### config.mk
export PLATFORM = sky130hd
export DESIGN_NAME = ddc_top
export DESIGN_NICKNAME = d
export VERILOG_FILES = /design/src/hw/ddc_pkg.sv /design/src/hw/ddc_top.sv
export SDC_FILE = /design/constraint.sdc
export NUM_CORES = 1
export LEC_CHECK = 0
export ABC_CLOCK_PERIOD_IN_PS = 4470
export BUFFER_PORTS_ARGS = -buffer_cell sky130_fd_sc_hd__buf_2
export CAP_MARGIN = 10
export CORE_MARGIN = 2
export CORE_UTILIZATION = 35
export CTS_BUF_LIST = sky130_fd_sc_hd__clkbuf_2
export CTS_CLUSTER_DIAMETER = 100
export CTS_CLUSTER_SIZE = 14
export DETAILED_ROUTE_END_ITERATION = 7
export PLACE_DENSITY = 0.69
export REMOVE_ABC_BUFFERS = 1
export SYNTH_ARGS = -nofsm -noshare
export SYNTH_HDL_FRONTEND = slang
export SYNTH_SLANG_ARGS = --single-unit
### constraint.sdc
create_clock -name CLK_I -period 4.47 [get_ports CLK_I]
set_input_delay 0.6705 -clock CLK_I [delete_from_list [all_inputs] [get_ports CLK_I]]
set_output_delay 0.6705 -clock CLK_I [all_outputs]
set_load 0.1 [all_outputs]
### src/hw/ddc_pkg.sv
package ddc_pkg;
  // Bus and datapath widths
  localparam int unsigned ADDR_W = 32;
  localparam int unsigned DATA_W = 32;
  localparam int unsigned STRB_W = 4;
  localparam int unsigned CODE_W = 8;
  localparam int unsigned HALT_W = 16;
  localparam int unsigned NUM_CH = 2;

  // Register index slice of the byte address (byte address = 4 * index)
  localparam int unsigned IDX_LSB = 2;
  localparam int unsigned IDX_MSB = 17;

  // Register indices, low 16 bits
  localparam logic [15:0] IDX_HALT = 16'hff3c;
  localparam logic [15:0] IDX_CODE0 = 16'hffa4;
  localparam logic [15:0] IDX_CODE1 = 16'hffa5;
  localparam logic [15:0] IDX_CTRL = 16'hffa6;

  // Reset values
  localparam logic [HALT_W-1:0] HALT_RST = 16'h3fff;
  localparam logic [CODE_W-1:0] CODE_RST = 8'h00;
  localparam logic [NUM_CH-1:0] OE_RST = 2'h0;
  localparam logic JOINT_RST = 1'h0;

  // Field positions
  localparam int unsigned HALT_BIT = 10;
  localparam int unsigned CTRL_OE1_BIT = 7;
  localparam int unsigned CTRL_OE0_BIT = 6;
  localparam int unsigned CTRL_JOINT_BIT = 5;
  localparam int unsigned CTRL_RSVD_W = 5;
  localparam logic [CTRL_RSVD_W-1:0] CTRL_RSVD = 5'h1f;

  // Byte lanes
  localparam int unsigned LANE0 = 0;
  localparam int unsigned LANE1 = 1;

  // Response codes
  localparam logic [1:0] RESP_OKAY = 2'h0;
  localparam logic [1:0] RESP_SLVERR = 2'h2;
endpackage

### src/hw/ddc_top.sv
// Behaviour
// - Two 8-bit software read/write channel code registers
// - Enabled channel continuously converts and drives code
// - Reset and hardware standby clear code registers
// - Registers decoded on low 16 index bits
// - Starts halted; software releases before access
// - Software standby holds enabled outputs unchanged
// - Bit7 enables channel 1, bit6 channel 0
// - Joint bit: either enable converts both channels
// - Write while enabled converts new code at once
// - Halt bit stops converter and blocks accesses
//
// The AXI4-Lite interface to the registers was decided locally.
`timescale 1ns/1ns
`default_nettype none

module ddc_top
  import ddc_pkg::*;
(
  // Clock and reset
  input wire logic CLK_I,
  input wire logic RESETN_I,
  // Power mode requests from the system controller
  input wire logic HW_STANDBY_I,
  input wire logic SW_STANDBY_I,
  // AXI4-Lite write address
  input wire logic [ADDR_W-1:0] AWADDR_I,
  input wire logic AWVALID_I,
  output logic AWREADY_O,
  // AXI4-Lite write data
  input wire logic [DATA_W-1:0] WDATA_I,
  input wire logic [STRB_W-1:0] WSTRB_I,
  input wire logic WVALID_I,
  output logic WREADY_O,
  // AXI4-Lite write response
  output logic [1:0] BRESP_O,
  output logic BVALID_O,
  input wire logic BREADY_I,
  // AXI4-Lite read address
  input wire logic [ADDR_W-1:0] ARADDR_I,
  input wire logic ARVALID_I,
  output logic ARREADY_O,
  // AXI4-Lite read data
  output logic [DATA_W-1:0] RDATA_O,
  output logic [1:0] RRESP_O,
  output logic RVALID_O,
  input wire logic RREADY_I,
  // Converter core side
  output logic [CODE_W-1:0] CH0_CODE_O,
  output logic [CODE_W-1:0] CH1_CODE_O,
  output logic [NUM_CH-1:0] CONV_EN_O,
  output logic [NUM_CH-1:0] OUT_EN_O,
  output logic [NUM_CH-1:0] CODE_LOAD_O,
  output logic HALTED_O
);

  // Reset synchroniser
  logic [1:0] rst_sync_reg;
  logic rst_n;

  // Register file
  logic [HALT_W-1:0] halt_reg;
  logic [HALT_W-1:0] halt_next;
  logic [CODE_W-1:0] code_reg [NUM_CH];
  logic [NUM_CH-1:0] oe_reg;
  logic joint_reg;

  // Write channel capture
  logic aw_hold_reg;
  logic w_hold_reg;
  logic [ADDR_W-1:0] awaddr_reg;
  logic [DATA_W-1:0] wdata_reg;
  logic [STRB_W-1:0] wstrb_reg;
  logic bvalid_reg;
  logic [1:0] bresp_reg;

  // Read channel
  logic rvalid_reg;
  logic [1:0] rresp_reg;
  logic [DATA_W-1:0] rdata_reg;

  // Converter side flops
  logic [CODE_W-1:0] code_out_reg [NUM_CH];
  logic [NUM_CH-1:0] conv_en_reg;
  logic [NUM_CH-1:0] out_en_reg;
  logic [NUM_CH-1:0] load_reg;
  logic [NUM_CH-1:0] code_wr_d_reg;

  // Release reset through two flops, assert at once
  always_ff @(posedge CLK_I or negedge RESETN_I) begin
    if (!RESETN_I) begin
      rst_sync_reg <= 2'h0;
    end else begin
      rst_sync_reg <= {rst_sync_reg[0], 1'h1};
    end
  end
  assign rst_n = rst_sync_reg[1];

  // Module halt state
  logic halted;
  assign halted = halt_reg[HALT_BIT];

  // Write address decode on the captured address
  logic [15:0] w_idx;
  logic w_hit_halt;
  logic w_hit_code0;
  logic w_hit_code1;
  logic w_hit_ctrl;
  logic w_mapped;
  assign w_idx = awaddr_reg[IDX_MSB:IDX_LSB];
  assign w_hit_halt = (w_idx == IDX_HALT);
  assign w_hit_code0 = (w_idx == IDX_CODE0);
  assign w_hit_code1 = (w_idx == IDX_CODE1);
  assign w_hit_ctrl = (w_idx == IDX_CTRL);
  assign w_mapped = w_hit_halt | w_hit_code0 | w_hit_code1 | w_hit_ctrl;

  // Write strobes; converter registers are locked while halted
  logic wr_fire;
  logic wr_halt;
  logic wr_ctrl;
  logic [NUM_CH-1:0] wr_code;
  assign wr_fire = aw_hold_reg & w_hold_reg & ~bvalid_reg;
  assign wr_halt = wr_fire & w_hit_halt;
  assign wr_ctrl = wr_fire & w_hit_ctrl & ~halted & wstrb_reg[LANE0];
  assign wr_code[0] = wr_fire & w_hit_code0 & ~halted & wstrb_reg[LANE0];
  assign wr_code[1] = wr_fire & w_hit_code1 & ~halted & wstrb_reg[LANE0];

  // Halt register honours both byte lanes
  assign halt_next[15:8] = wstrb_reg[LANE1] ? wdata_reg[15:8] : halt_reg[15:8];
  assign halt_next[7:0] = wstrb_reg[LANE0] ? wdata_reg[7:0] : halt_reg[7:0];

  // Ready while the channel slot is free and no response is pending
  assign AWREADY_O = ~aw_hold_reg & ~bvalid_reg;
  assign WREADY_O = ~w_hold_reg & ~bvalid_reg;
  assign BVALID_O = bvalid_reg;
  assign BRESP_O = bresp_reg;

  // Capture address and data in either order, answer once both are in
  always_ff @(posedge CLK_I or negedge rst_n) begin
    if (!rst_n) begin
      aw_hold_reg <= 1'h0;
      w_hold_reg <= 1'h0;
      awaddr_reg <= '0;
      wdata_reg <= '0;
      wstrb_reg <= '0;
      bvalid_reg <= 1'h0;
      bresp_reg <= RESP_OKAY;
    end else begin
      if (AWVALID_I && AWREADY_O) begin
        aw_hold_reg <= 1'h1;
        awaddr_reg <= AWADDR_I;
      end
      if (WVALID_I && WREADY_O) begin
        w_hold_reg <= 1'h1;
        wdata_reg <= WDATA_I;
        wstrb_reg <= WSTRB_I;
      end
      if (wr_fire) begin
        aw_hold_reg <= 1'h0;
        w_hold_reg <= 1'h0;
        bvalid_reg <= 1'h1;
        bresp_reg <= w_mapped ? RESP_OKAY : RESP_SLVERR;
      end else if (bvalid_reg && BREADY_I) begin
        bvalid_reg <= 1'h0;
      end
    end
  end

  // Halt register; hardware standby restores its initial value
  always_ff @(posedge CLK_I or negedge rst_n) begin
    if (!rst_n) begin
      halt_reg <= HALT_RST;
    end else if (HW_STANDBY_I) begin
      halt_reg <= HALT_RST;
    end else if (wr_halt) begin
      halt_reg <= halt_next;
    end
  end

  // Control register; reserved bits are not stored
  always_ff @(posedge CLK_I or negedge rst_n) begin
    if (!rst_n) begin
      oe_reg <= OE_RST;
      joint_reg <= JOINT_RST;
    end else if (HW_STANDBY_I) begin
      oe_reg <= OE_RST;
      joint_reg <= JOINT_RST;
    end else if (wr_ctrl) begin
      oe_reg[1] <= wdata_reg[CTRL_OE1_BIT];
      oe_reg[0] <= wdata_reg[CTRL_OE0_BIT];
      joint_reg <= wdata_reg[CTRL_JOINT_BIT];
    end
  end

  // Conversion and output enables per channel
  logic any_oe;
  logic [NUM_CH-1:0] conv_en_w;
  logic [NUM_CH-1:0] out_en_w;
  assign any_oe = |oe_reg;

  // Per-channel code register and converter drive
  genvar ch;
  generate
    for (ch = 0; ch < NUM_CH; ch++) begin : g_ch
      // Joint mode lets either enable run both converters
      assign conv_en_w[ch] = ~halted & (oe_reg[ch] | (joint_reg & any_oe));
      assign out_en_w[ch] = ~halted & oe_reg[ch];

      // Code register, cleared by reset and hardware standby
      always_ff @(posedge CLK_I or negedge rst_n) begin
        if (!rst_n) begin
          code_reg[ch] <= CODE_RST;
          code_wr_d_reg[ch] <= 1'h0;
        end else if (HW_STANDBY_I) begin
          code_reg[ch] <= CODE_RST;
          code_wr_d_reg[ch] <= 1'h0;
        end else begin
          if (wr_code[ch]) begin
            code_reg[ch] <= wdata_reg[CODE_W-1:0];
          end
          // A code written in software standby stays pending until the hold ends
          code_wr_d_reg[ch] <= wr_code[ch] | (code_wr_d_reg[ch] & SW_STANDBY_I);
        end
      end

      // Converter drive; frozen during software standby
      always_ff @(posedge CLK_I or negedge rst_n) begin
        if (!rst_n) begin
          code_out_reg[ch] <= CODE_RST;
          conv_en_reg[ch] <= 1'h0;
          out_en_reg[ch] <= 1'h0;
          load_reg[ch] <= 1'h0;
        end else if (HW_STANDBY_I) begin
          code_out_reg[ch] <= CODE_RST;
          conv_en_reg[ch] <= 1'h0;
          out_en_reg[ch] <= 1'h0;
          load_reg[ch] <= 1'h0;
        end else if (SW_STANDBY_I) begin
          load_reg[ch] <= 1'h0;
        end else begin
          conv_en_reg[ch] <= conv_en_w[ch];
          out_en_reg[ch] <= out_en_w[ch];
          if (conv_en_w[ch]) begin
            code_out_reg[ch] <= code_reg[ch];
          end
          // Start a conversion on a fresh code or when enabled
          load_reg[ch] <= conv_en_w[ch] & (code_wr_d_reg[ch] | ~conv_en_reg[ch]);
        end
      end
    end
  endgenerate

  // Converter outputs
  assign CH0_CODE_O = code_out_reg[0];
  assign CH1_CODE_O = code_out_reg[1];
  assign CONV_EN_O = conv_en_reg;
  assign OUT_EN_O = out_en_reg;
  assign CODE_LOAD_O = load_reg;
  assign HALTED_O = halted;

  // Read address decode straight from the bus
  logic [15:0] r_idx;
  logic r_hit_halt;
  logic r_hit_code0;
  logic r_hit_code1;
  logic r_hit_ctrl;
  logic r_mapped;
  logic r_locked;
  logic [CODE_W-1:0] ctrl_word;
  logic [DATA_W-1:0] rd_word;
  assign r_idx = ARADDR_I[IDX_MSB:IDX_LSB];
  assign r_hit_halt = (r_idx == IDX_HALT);
  assign r_hit_code0 = (r_idx == IDX_CODE0);
  assign r_hit_code1 = (r_idx == IDX_CODE1);
  assign r_hit_ctrl = (r_idx == IDX_CTRL);
  assign r_mapped = r_hit_halt | r_hit_code0 | r_hit_code1 | r_hit_ctrl;
  assign r_locked = halted & ~r_hit_halt;
  assign ctrl_word = {oe_reg[1], oe_reg[0], joint_reg, CTRL_RSVD};

  // Read mux; a locked register reads as zero
  assign rd_word = r_locked ? '0 :
                   r_hit_halt ? {{(DATA_W-HALT_W){1'h0}}, halt_reg} :
                   r_hit_code0 ? {{(DATA_W-CODE_W){1'h0}}, code_reg[0]} :
                   r_hit_code1 ? {{(DATA_W-CODE_W){1'h0}}, code_reg[1]} :
                   r_hit_ctrl ? {{(DATA_W-CODE_W){1'h0}}, ctrl_word} :
                   '0;

  // Read channel handshake
  assign ARREADY_O = ~rvalid_reg;
  assign RVALID_O = rvalid_reg;
  assign RDATA_O = rdata_reg;
  assign RRESP_O = rresp_reg;

  // Answer one cycle after the address is taken; reads change nothing
  always_ff @(posedge CLK_I or negedge rst_n) begin
    if (!rst_n) begin
      rvalid_reg <= 1'h0;
      rdata_reg <= '0;
      rresp_reg <= RESP_OKAY;
    end else if (ARVALID_I && ARREADY_O) begin
      rvalid_reg <= 1'h1;
      rdata_reg <= rd_word;
      rresp_reg <= r_mapped ? RESP_OKAY : RESP_SLVERR;
    end else if (rvalid_reg && RREADY_I) begin
      rvalid_reg <= 1'h0;
    end
  end

endmodule

`default_nettype wire

==> key figures, run 1 <==
Drt
  • DRC viols: 0
  • Router iterations before antenna repair: 6
  • Vias: 3783
  • DRT iter0 DRCs: 194
  • Via-per-instance ratio: 4.997
  • Routed Antenna Nets: 0
  • Routed wire per std cell: 15.90 µm
  • Post-Route WL: 12.04 mm

Timing
  • Sum of negative setup slack: 0 ns
  • Clock Skews: 0.01961 ns
  • Final hold vios: 0
  • Worst slew margin: 23.08%
  • WHS: 0.1636 ns
  • Setup violations, final: 0
  • Achievable Freq: 394.6 MHz
  • Final worst setup slack: 1.936 ns
  • Least-Margin Pin Slew: 1.145 ns
  • RSZ-0062 raised after global routing: no
  • Min Tclk post-route: 2.534 ns
  • Final worst-path cycle share: 56.69%
  • Pins Over Slew Limit: 0

Worst setup path
  • WP buf/inv: 1
  • Worst EP required: 3.80 ns
  • Critical path, cell by cell: buf_2
  • Critical Path AT: 1.86 ns
  • CP delay by family, top: flip-flops
  • Reg-to-reg endpoint: code_reg[0]$_DFFE_PN0P_
  • Crit. End Element: primary output
  • Critical-path maximum fanout: 9
  • Cell count of the worst reg-to-reg path: 4
  • Critical path's slowest cell: dfstp_2
  • R2R setup slack: 2.24 ns
  • CP Launch Type: flip-flop
  • Max incr delay on CP: 0.71 ns
  • Kind of critical path: reg2out
  • Worst r2r src: awaddr_reg[8]$_DFFE_PN0P_

Power and ir drop
  • Comb power frac: 23.8%
  • Psw: 0.9429 mW
  • Sw Share: 34.46%
  • Sequential fraction of design power: 51.0%
  • Static Leak: 2.877 nW
  • Peak supply drop: 0.0005126 V
  • P_int: 1.793 mW
  • Clock share of power: 25.2%
  • Pwr dens: 443.8 nW/µm²

Logic synthesis
  • Most used DFF post-synth: dfrtp_1
  • Post-synth cell types: 48
  • Syn Inst Count: 456
  • Post-synth EDFFs: 0
  • Seq/Total Area, Yosys: 55.38%
  • Async set or reset register ratio after synthesis: 100.0%
  • Post-Synthesis Cell Area: 5319 µm²
  • Syn_area_per_cell: 11.66 µm²
  • Synthesis Warnings: 0
  • Synth Register Bits: 117

Global route
  • GRT Resource Usage Total: 15.50%
  • Global-route wire length before repair: 19.57 mm
  • Vias in the first global route: 3844
  • Grt ovf: 0
  • Initial antenna violation count: 0
  • Largest net degree at the start of global routing: 84

Min path
  • Hold path cells: 2
  • Tightest Hold Check Type: in2reg
  • Hold EP: BVALID_O$_DFFE_PN0P_
  • Hold path start: BREADY_I

Die
  • Die X: 127.3 µm
  • Core area: 15030 µm²
  • FP Rows: 45
  • Die area: 16200 µm²
  • Io pins: 173
  • Starting Density: 35.38%
  • Die height: 127.3 µm

Clock network
  • Clk Latency, worst-skew pair: 0.67 ns
  • Resized cells post-CTS: 0
  • H-tree lvl count: 4
  • Inserted Clock Buffers: 17
  • CTS root buf: clkbuf_2
  • Num Clock Sinks: 117
  • TritonCTS clock tree: yes
  • Clock Pin Slew Worst Setup and Hold Paths: 0.17 ns
  • Clock buffer depth: 2

Layout
  • Layout Area Growth over Synthesis: 15.90%
  • Fillers: 1425
  • NumNets Final: 665
  • Layout cells sized above 1: 34.62%
  • Antenna Cells: 0

Placed design
  • Port bufs: 104
  • RD Place Congestion: 0.7615
  • Detail Placement HPWL: 8.967 mm
  • Worst slack at placement: 2.102 ns

Run
  • MaxCap Viol Count: 0

Run status
  • Outcome: completed
==> power groups by stage <==
stage                     clock, mW  combinational (mW)  sequential (mW)
after global placement            0               0.633             1.40
after detailed placement          0               0.657             1.42
after floorplan                   0               0.483             1.42
final                         0.688               0.652             1.40
after global routing          0.765               0.702             1.42
after CTS                     0.715               0.659             1.40
==> repair_timing <==
action / CTS / global route
hold buffers: 1 / 0
buffers inserted: 0 / 0
endpoints found under the hold margin: 2 / 0
==> metal layers <==
layer	routed length [µm]	global-route usage, %
met5	0	0
met4	203	5.236
met3	728	5.821
met2	6046	25.70
met1	5056	18.65
==> Yosys cell counts (4+ instances only) <==
master,number,share of area (%)
dfrtp_1,103,48
mux2i_1,46,8.7
nor2_1,41,2.9
nand2_1,39,2.8
mux2_2,33,7.0
buf_4,20,2.8
a21oi_1,16,1.5
clkbuf_1,14,0.99
dfstp_2,14,6.9
o31ai_1,13,1.8
buf_2,11,1.0
nand4_1,10,1.2
nand3_1,9,0.85
nor3_1,9,0.85
a22o_1,8,1.3
a32oi_1,8,1.3
o21ai_0,7,0.66
a21boi_0,5,0.71
and3_1,4,0.47
nand2b_1,4,0.47
==> worst max path at each step <==
stage                               from                endpoint  depth (start not counted)
5_1_grt         halt_reg[10]$_DFFE_PN1P_                HALTED_O                          1
3_5_place_dp                   ARVALID_I  RDATA_O[5]$_DFFE_PN0P_                          5
3_3_place_gp                   ARVALID_I  RDATA_O[6]$_DFFE_PN0P_                          5
6_report        halt_reg[10]$_DFFE_PN1P_                HALTED_O                          1
4_1_cts         halt_reg[10]$_DFFE_PN1P_                HALTED_O                          1
2_1_floorplan  rst_sync_reg[1]$_DFF_PN0_  BRESP_O[1]$_DFFE_PN0P_                          0
==> through the flow <==
step                power, mW  cell area [µm²]  util, %  std cells
floorplan               1.902             5121        -        427
global placement        2.035             5918    39.37        724
detailed placement      2.077             5918    39.37        724
CTS                     2.773             6165    41.01        757
global route            2.892             6165    41.01        757
finish                  2.736             6165    41.01        757
==> placed cells by master (no fill, tap or decap), drive strengths merged, types with 4 or more instances in the layout <==
cell / instances
a32oi: 8
conb: 19
o21ai: 7
buf: 109
a21oi: 16
nand4: 10
a21boi: 5
nor3b: 4
a22o: 8
nand3: 9
dfrtp: 103
and3: 4
clkbuf: 20
nand2b: 4
dfstp: 14
mux2: 33
nor2: 41
nor3: 10
o31ai: 13
nand2: 39
mux2i: 46
clkinv: 10
==> logic make-up after synthesis <==
| kind of cell | Yosys count | synth area share (%) |
|---|---|---|
| other cells | 2 | 0.1412 |
| compound gates | 63 | 8.234 |
| mux | 79 | 15.64 |
| buf+inv | 51 | 5.269 |
| flops | 117 | 55.38 |
| simple gates | 144 | 15.34 |
==> final cells by class <==
cell class,count,area (µm²),share of cell area [%]
flip-flops and latches,117,2949,47.84
inverters,5,18.77,0.3044
clock inverters,12,136.4,2.212
well taps,188,235.2,3.816
multi-input cells,305,2157,34.99
clock buffers,20,100.1,1.624
repair buffers,110,568.0,9.215
Note: power is estimated with default switching activity, not from simulation.
==> run 2: changes to the inputs <==
--- a/config.mk
+++ b/config.mk
@@ -5,7 +5,8 @@
 export SDC_FILE = /design/constraint.sdc
 export NUM_CORES = 1
 export LEC_CHECK = 0
-export ABC_CLOCK_PERIOD_IN_PS = 4470
+export ABC_AREA = 1
+export ABC_CLOCK_PERIOD_IN_PS = 2500
 export BUFFER_PORTS_ARGS = -buffer_cell sky130_fd_sc_hd__buf_2
 export CAP_MARGIN = 10
 export CORE_MARGIN = 2
==> constraint.sdc (replaced) <==
create_clock -name CLK_I -period 2.5 [get_ports CLK_I]
set_input_delay 0.375 -clock CLK_I [delete_from_list [all_inputs] [get_ports CLK_I]]
set_output_delay 0.375 -clock CLK_I [all_outputs]
set_load 0.1 [all_outputs]
==> run 2 against run 1 <==
Net effect: first-iteration DRC count decreased by 1.5%; global-route usage grew 0.91 points; highest routed layer unchanged; design area up 4.5%; count of clock-buffer cells in the layout fell by 2.
==> key figures, run 2 <==
Run status
  • Outcome: completed

Clock network
  • Num Clock Sinks: 117 (unchanged)
  • Clk Latency, worst-skew pair: 0.66 ns (about the same)
  • Clock Pin Slew Worst Setup and Hold Paths: 0.17 ns (about the same)
  • Postcts setup bufs: 0 (unchanged)
  • Inserted Clock Buffers: 17 (unchanged)
  • Clock buffer depth: 2 (unchanged)
  • Resized cells post-CTS: 0 (unchanged)
  • H-tree lvl count: 4 (unchanged)
  • CTS root buf: clkbuf_2
  • TritonCTS clock tree: yes

Worst setup path
  • Worst setup endpoint: HALTED_O
  • Cell count of the worst reg-to-reg path: 8 (+4)
  • R2R setup slack: 0.69 ns (-1.55 ns)
  • Crit. End Element: primary output
  • Reg-to-reg endpoint: halt_reg[0]$_DFFE_PN1P_
  • Kind of critical path: reg2out
  • Max incr delay on CP: 0.70 ns (about the same)
  • Worst EP required: 2.12 ns (-1.68 ns)
  • Critical Path Stages: 1 (unchanged)
  • Critical Path Start: halt_reg[10]$_DFFE_PN1P_
  • CP Launch Type: flip-flop
  • CP delay by family, top: flip-flops
  • Critical path's slowest cell: dfstp_2
  • Critical Path AT: 1.83 ns (-0.03 ns)
  • Critical path, cell by cell: buf_2
  • Critical-path maximum fanout: 6 (-3)
  • WP buf/inv: 1 (unchanged)
  • Worst r2r src: awaddr_reg[3]$_DFFE_PN0P_

Logic synthesis
  • Leading post-synthesis cells by cell area: dfrtp_1 50%, nand2_1 8.6%, dfstp_2 7.1%, o21ai_0 6.2%, nand3_1 5.6%
  • Synth Area in XOR/XNOR: 0% (unchanged)
  • Yosys top cell area share: 49.58% (+1.1 points)
  • Synth Area in Compound Gates: 9.146% (+0.91 points)
  • Post-synthesis simple-gate area fraction: 21.93% (+6.6 points)
  • Seq/Total Area, Yosys: 56.65% (+1.3 points)
  • Mux share of post-synthesis cell area: 3.466% (-12 points)
  • Post-synth cell types: 27 (-44%)
  • Yosys top cell by area: dfrtp_1
  • Async set or reset register ratio after synthesis: 100.0% (unchanged)
  • Post-synth EDFFs: 0 (unchanged)
  • Main combinational cell family by area after synthesis: simple AND/OR/NAND/NOR gates
  • Most used DFF post-synth: dfrtp_1
  • Synth top cells by count: 119 x nand2_1, 103 x dfrtp_1, 64 x o21ai_0
  • Syn Inst Count: 575 (+26%)
  • Syn_area_per_cell: 9.041 µm² (-22%)
  • Synth Register Bits: 117 (unchanged)
  • Most common cell in the netlist: nand2_1
  • Synth Area in Adders: 0% (unchanged)
  • Synthesis Warnings: 0 (unchanged)
  • Post-Synthesis Cell Area: 5199 µm² (-2.3%)

Timing
  • Worst slew margin: 51.31% (+28 points)
  • Pins Over Slew Limit: 0 (unchanged)
  • Final hold vios: 0 (unchanged)
  • RSZ-0062 raised after global routing: no
  • Clock Skews: 0.02403 ns (+0.004420 ns)
  • WHS: 0.1666 ns (+0.002998 ns)
  • Min Tclk post-route: 2.205 ns
  • Final worst setup slack: 0.2948 ns (-1.641 ns)
  • Least-Margin Pin Slew: 0.7286 ns (-0.4164 ns)
  • Sum of negative setup slack: 0 ns (unchanged)
  • Final worst-path cycle share: 88.21%
  • Setup violations, final: 0 (unchanged)
  • Achievable Freq: 453.5 MHz

Placed design
  • RD Place Congestion: 0.7809 (+2.5%)
  • Port bufs: 104 (unchanged)
  • DP Cell Count: 851 (+18%)
  • Worst slack at placement: 0.6755 ns (-1.427 ns)
  • Detail Placement HPWL: 8.603 mm (-4.1%)

Global route
  • Global-route wire length before repair: 20.70 mm (+5.8%)
  • Vias in the first global route: 4202 (+9.3%)
  • Initial antenna violation count: 0 (unchanged)
  • Grt ovf: 0 (unchanged)
  • Largest net degree at the start of global routing: 65 (-23%)
  • GRT Resource Usage Total: 16.41% (+0.91 points)

Layout
  • Layout cells sized above 1: 25.58% (-9.0 points)
  • Non-Filler Instances: 923 (+22%)
  • NumNets Final: 835 (+26%)
  • Layout Area Growth over Synthesis: 23.90%
  • Antenna Cells: 0 (unchanged)
  • Most frequent cells in the layout: 119 x nand2_1, 104 x buf_2, 102 x dfrtp_1
  • Commonest non-fill, non-tap cell in the layout: nand2_1

Min path
  • Tightest Hold Check Type: in2reg

Die
  • Die area: 15840 µm² (-2.2%)
  • Die height: 125.9 µm (-1.1%)
  • Core area: 14530 µm² (-3.3%)
  • FP Rows: 44 (-2.2%)
  • Starting Density: 35.77% (+0.39 points)
  • Die X: 125.9 µm (-1.1%)
  • Io pins: 173 (unchanged)

Power and ir drop
  • Pwr dens: 744.7 nW/µm² (+68%)
  • Peak supply drop: 0.0008817 V (+72%)
  • Static Leak: 3.227 nW (+12%)

Drt
  • Vias: 4266 (+13%)
  • Routed Antenna Nets: 0 (unchanged)
  • Router iterations before antenna repair: 4 (-2)
  • Post-Route WL: 12.41 mm (+3.1%)
  • Routed wire per std cell: 13.44 µm (-15%)
  • Via-per-instance ratio: 4.622 (-7.5%)
  • DRT iter0 DRCs: 191 (-1.5%)
  • DRC viols: 0 (unchanged)

Run
  • MaxCap Viol Count: 0 (unchanged)
==> run 2: cell types whose count changed after synthesis, sizes merged, moves of 17 or more <==
cell,before,now
nand2,39,122
inv,3,58
mux2,33,16
o21ai,7,68
nand3,9,62
mux2i,46,0
==> run 2: report_power, final <==
part           leakage, nW  internal (mW)  total [mW]  switching, mW
Sequential            1.47           2.22        2.42          0.201
Combinational         1.64          0.396        1.34          0.944
Clock                0.120          0.333        1.04          0.703
Total                 3.23           2.95        4.80           1.85
==> run 2: cells by family (layout without fill, tap and decap cells) <==
kind of cell,count (synthesis),count (layout)
AOI/OAI and AO/OA,92,92
buffers and inverters,95,242
DFF,117,117
muxes,16,16
other,2,19
and+or+nand+nor,253,253
==> run 2: worst min path at each step <==
stage / start / endpoint / slack, ns / cells past startpoint
floorplan: RESETN_I / rst_sync_reg[0]$_DFF_PN0_ / 0.08 / 0
global placement: RESETN_I / rst_sync_reg[0]$_DFF_PN0_ / 0.16 / 1
detailed placement: RESETN_I / rst_sync_reg[0]$_DFF_PN0_ / 0.16 / 1
CTS: ARVALID_I / RVALID_O$_DFFE_PN0P_ / 0.10 / 4
global route: ARVALID_I / RDATA_O[6]$_DFFE_PN0P_ / 0.13 / 5
finish: ARVALID_I / RVALID_O$_DFFE_PN0P_ / 0.17 / 4
==> run 2: timing repair <==
| action | in CTS | in global routing |
|---|---|---|
| hold endpoints to repair | 44 | 0 |
| hold buffers | 40 | 0 |
| setup endpoints to repair | 0 | 0 |
==> run 2: metal layers <==
metal  vias to the layer above  part of all wire (%)  GRT usage [%]  routed length [µm]
met4                         0                   1.2          4.977                 143
li1                       2134                     -              -                   -
met1                      2002                    44          20.68                5501
met5                         -                     0              0                   0
met2                       116                    49          27.22                6029
met3                        14                   5.9          5.140                 731
==> run 2: worst min-delay path: cells and delay by family <==
kind                   cells  cell delay, ns
buffers and inverters      2            0.27
AOI/OAI and AO/OA          1            0.09
and+or+nand+nor            1            0.05
==> run 2: area by class of cell <==
| cell class | instances | area (µm²) |
|---|---|---|
| Clock inverter | 14 | 93.84 |
| Tap cell | 184 | 230.2 |
| Clock buffer | 18 | 90.09 |
| Multi-Input combinational cell | 380 | 1867 |
| Inverter | 58 | 217.7 |
| Sequential cell | 117 | 2949 |
| Timing Repair Buffer | 152 | 993.5 |
| Fill cell | 1467 | 8093 |
==> run 2: stage by stage <==
step	util, %	power, mW	cell area, µm²
finish	44.32	4.796	6441
global route	44.32	5.104	6441
CTS	44.32	4.834	6441
detailed placement	40.30	3.751	5857
global placement	40.30	3.719	5857
floorplan	-	3.447	5030
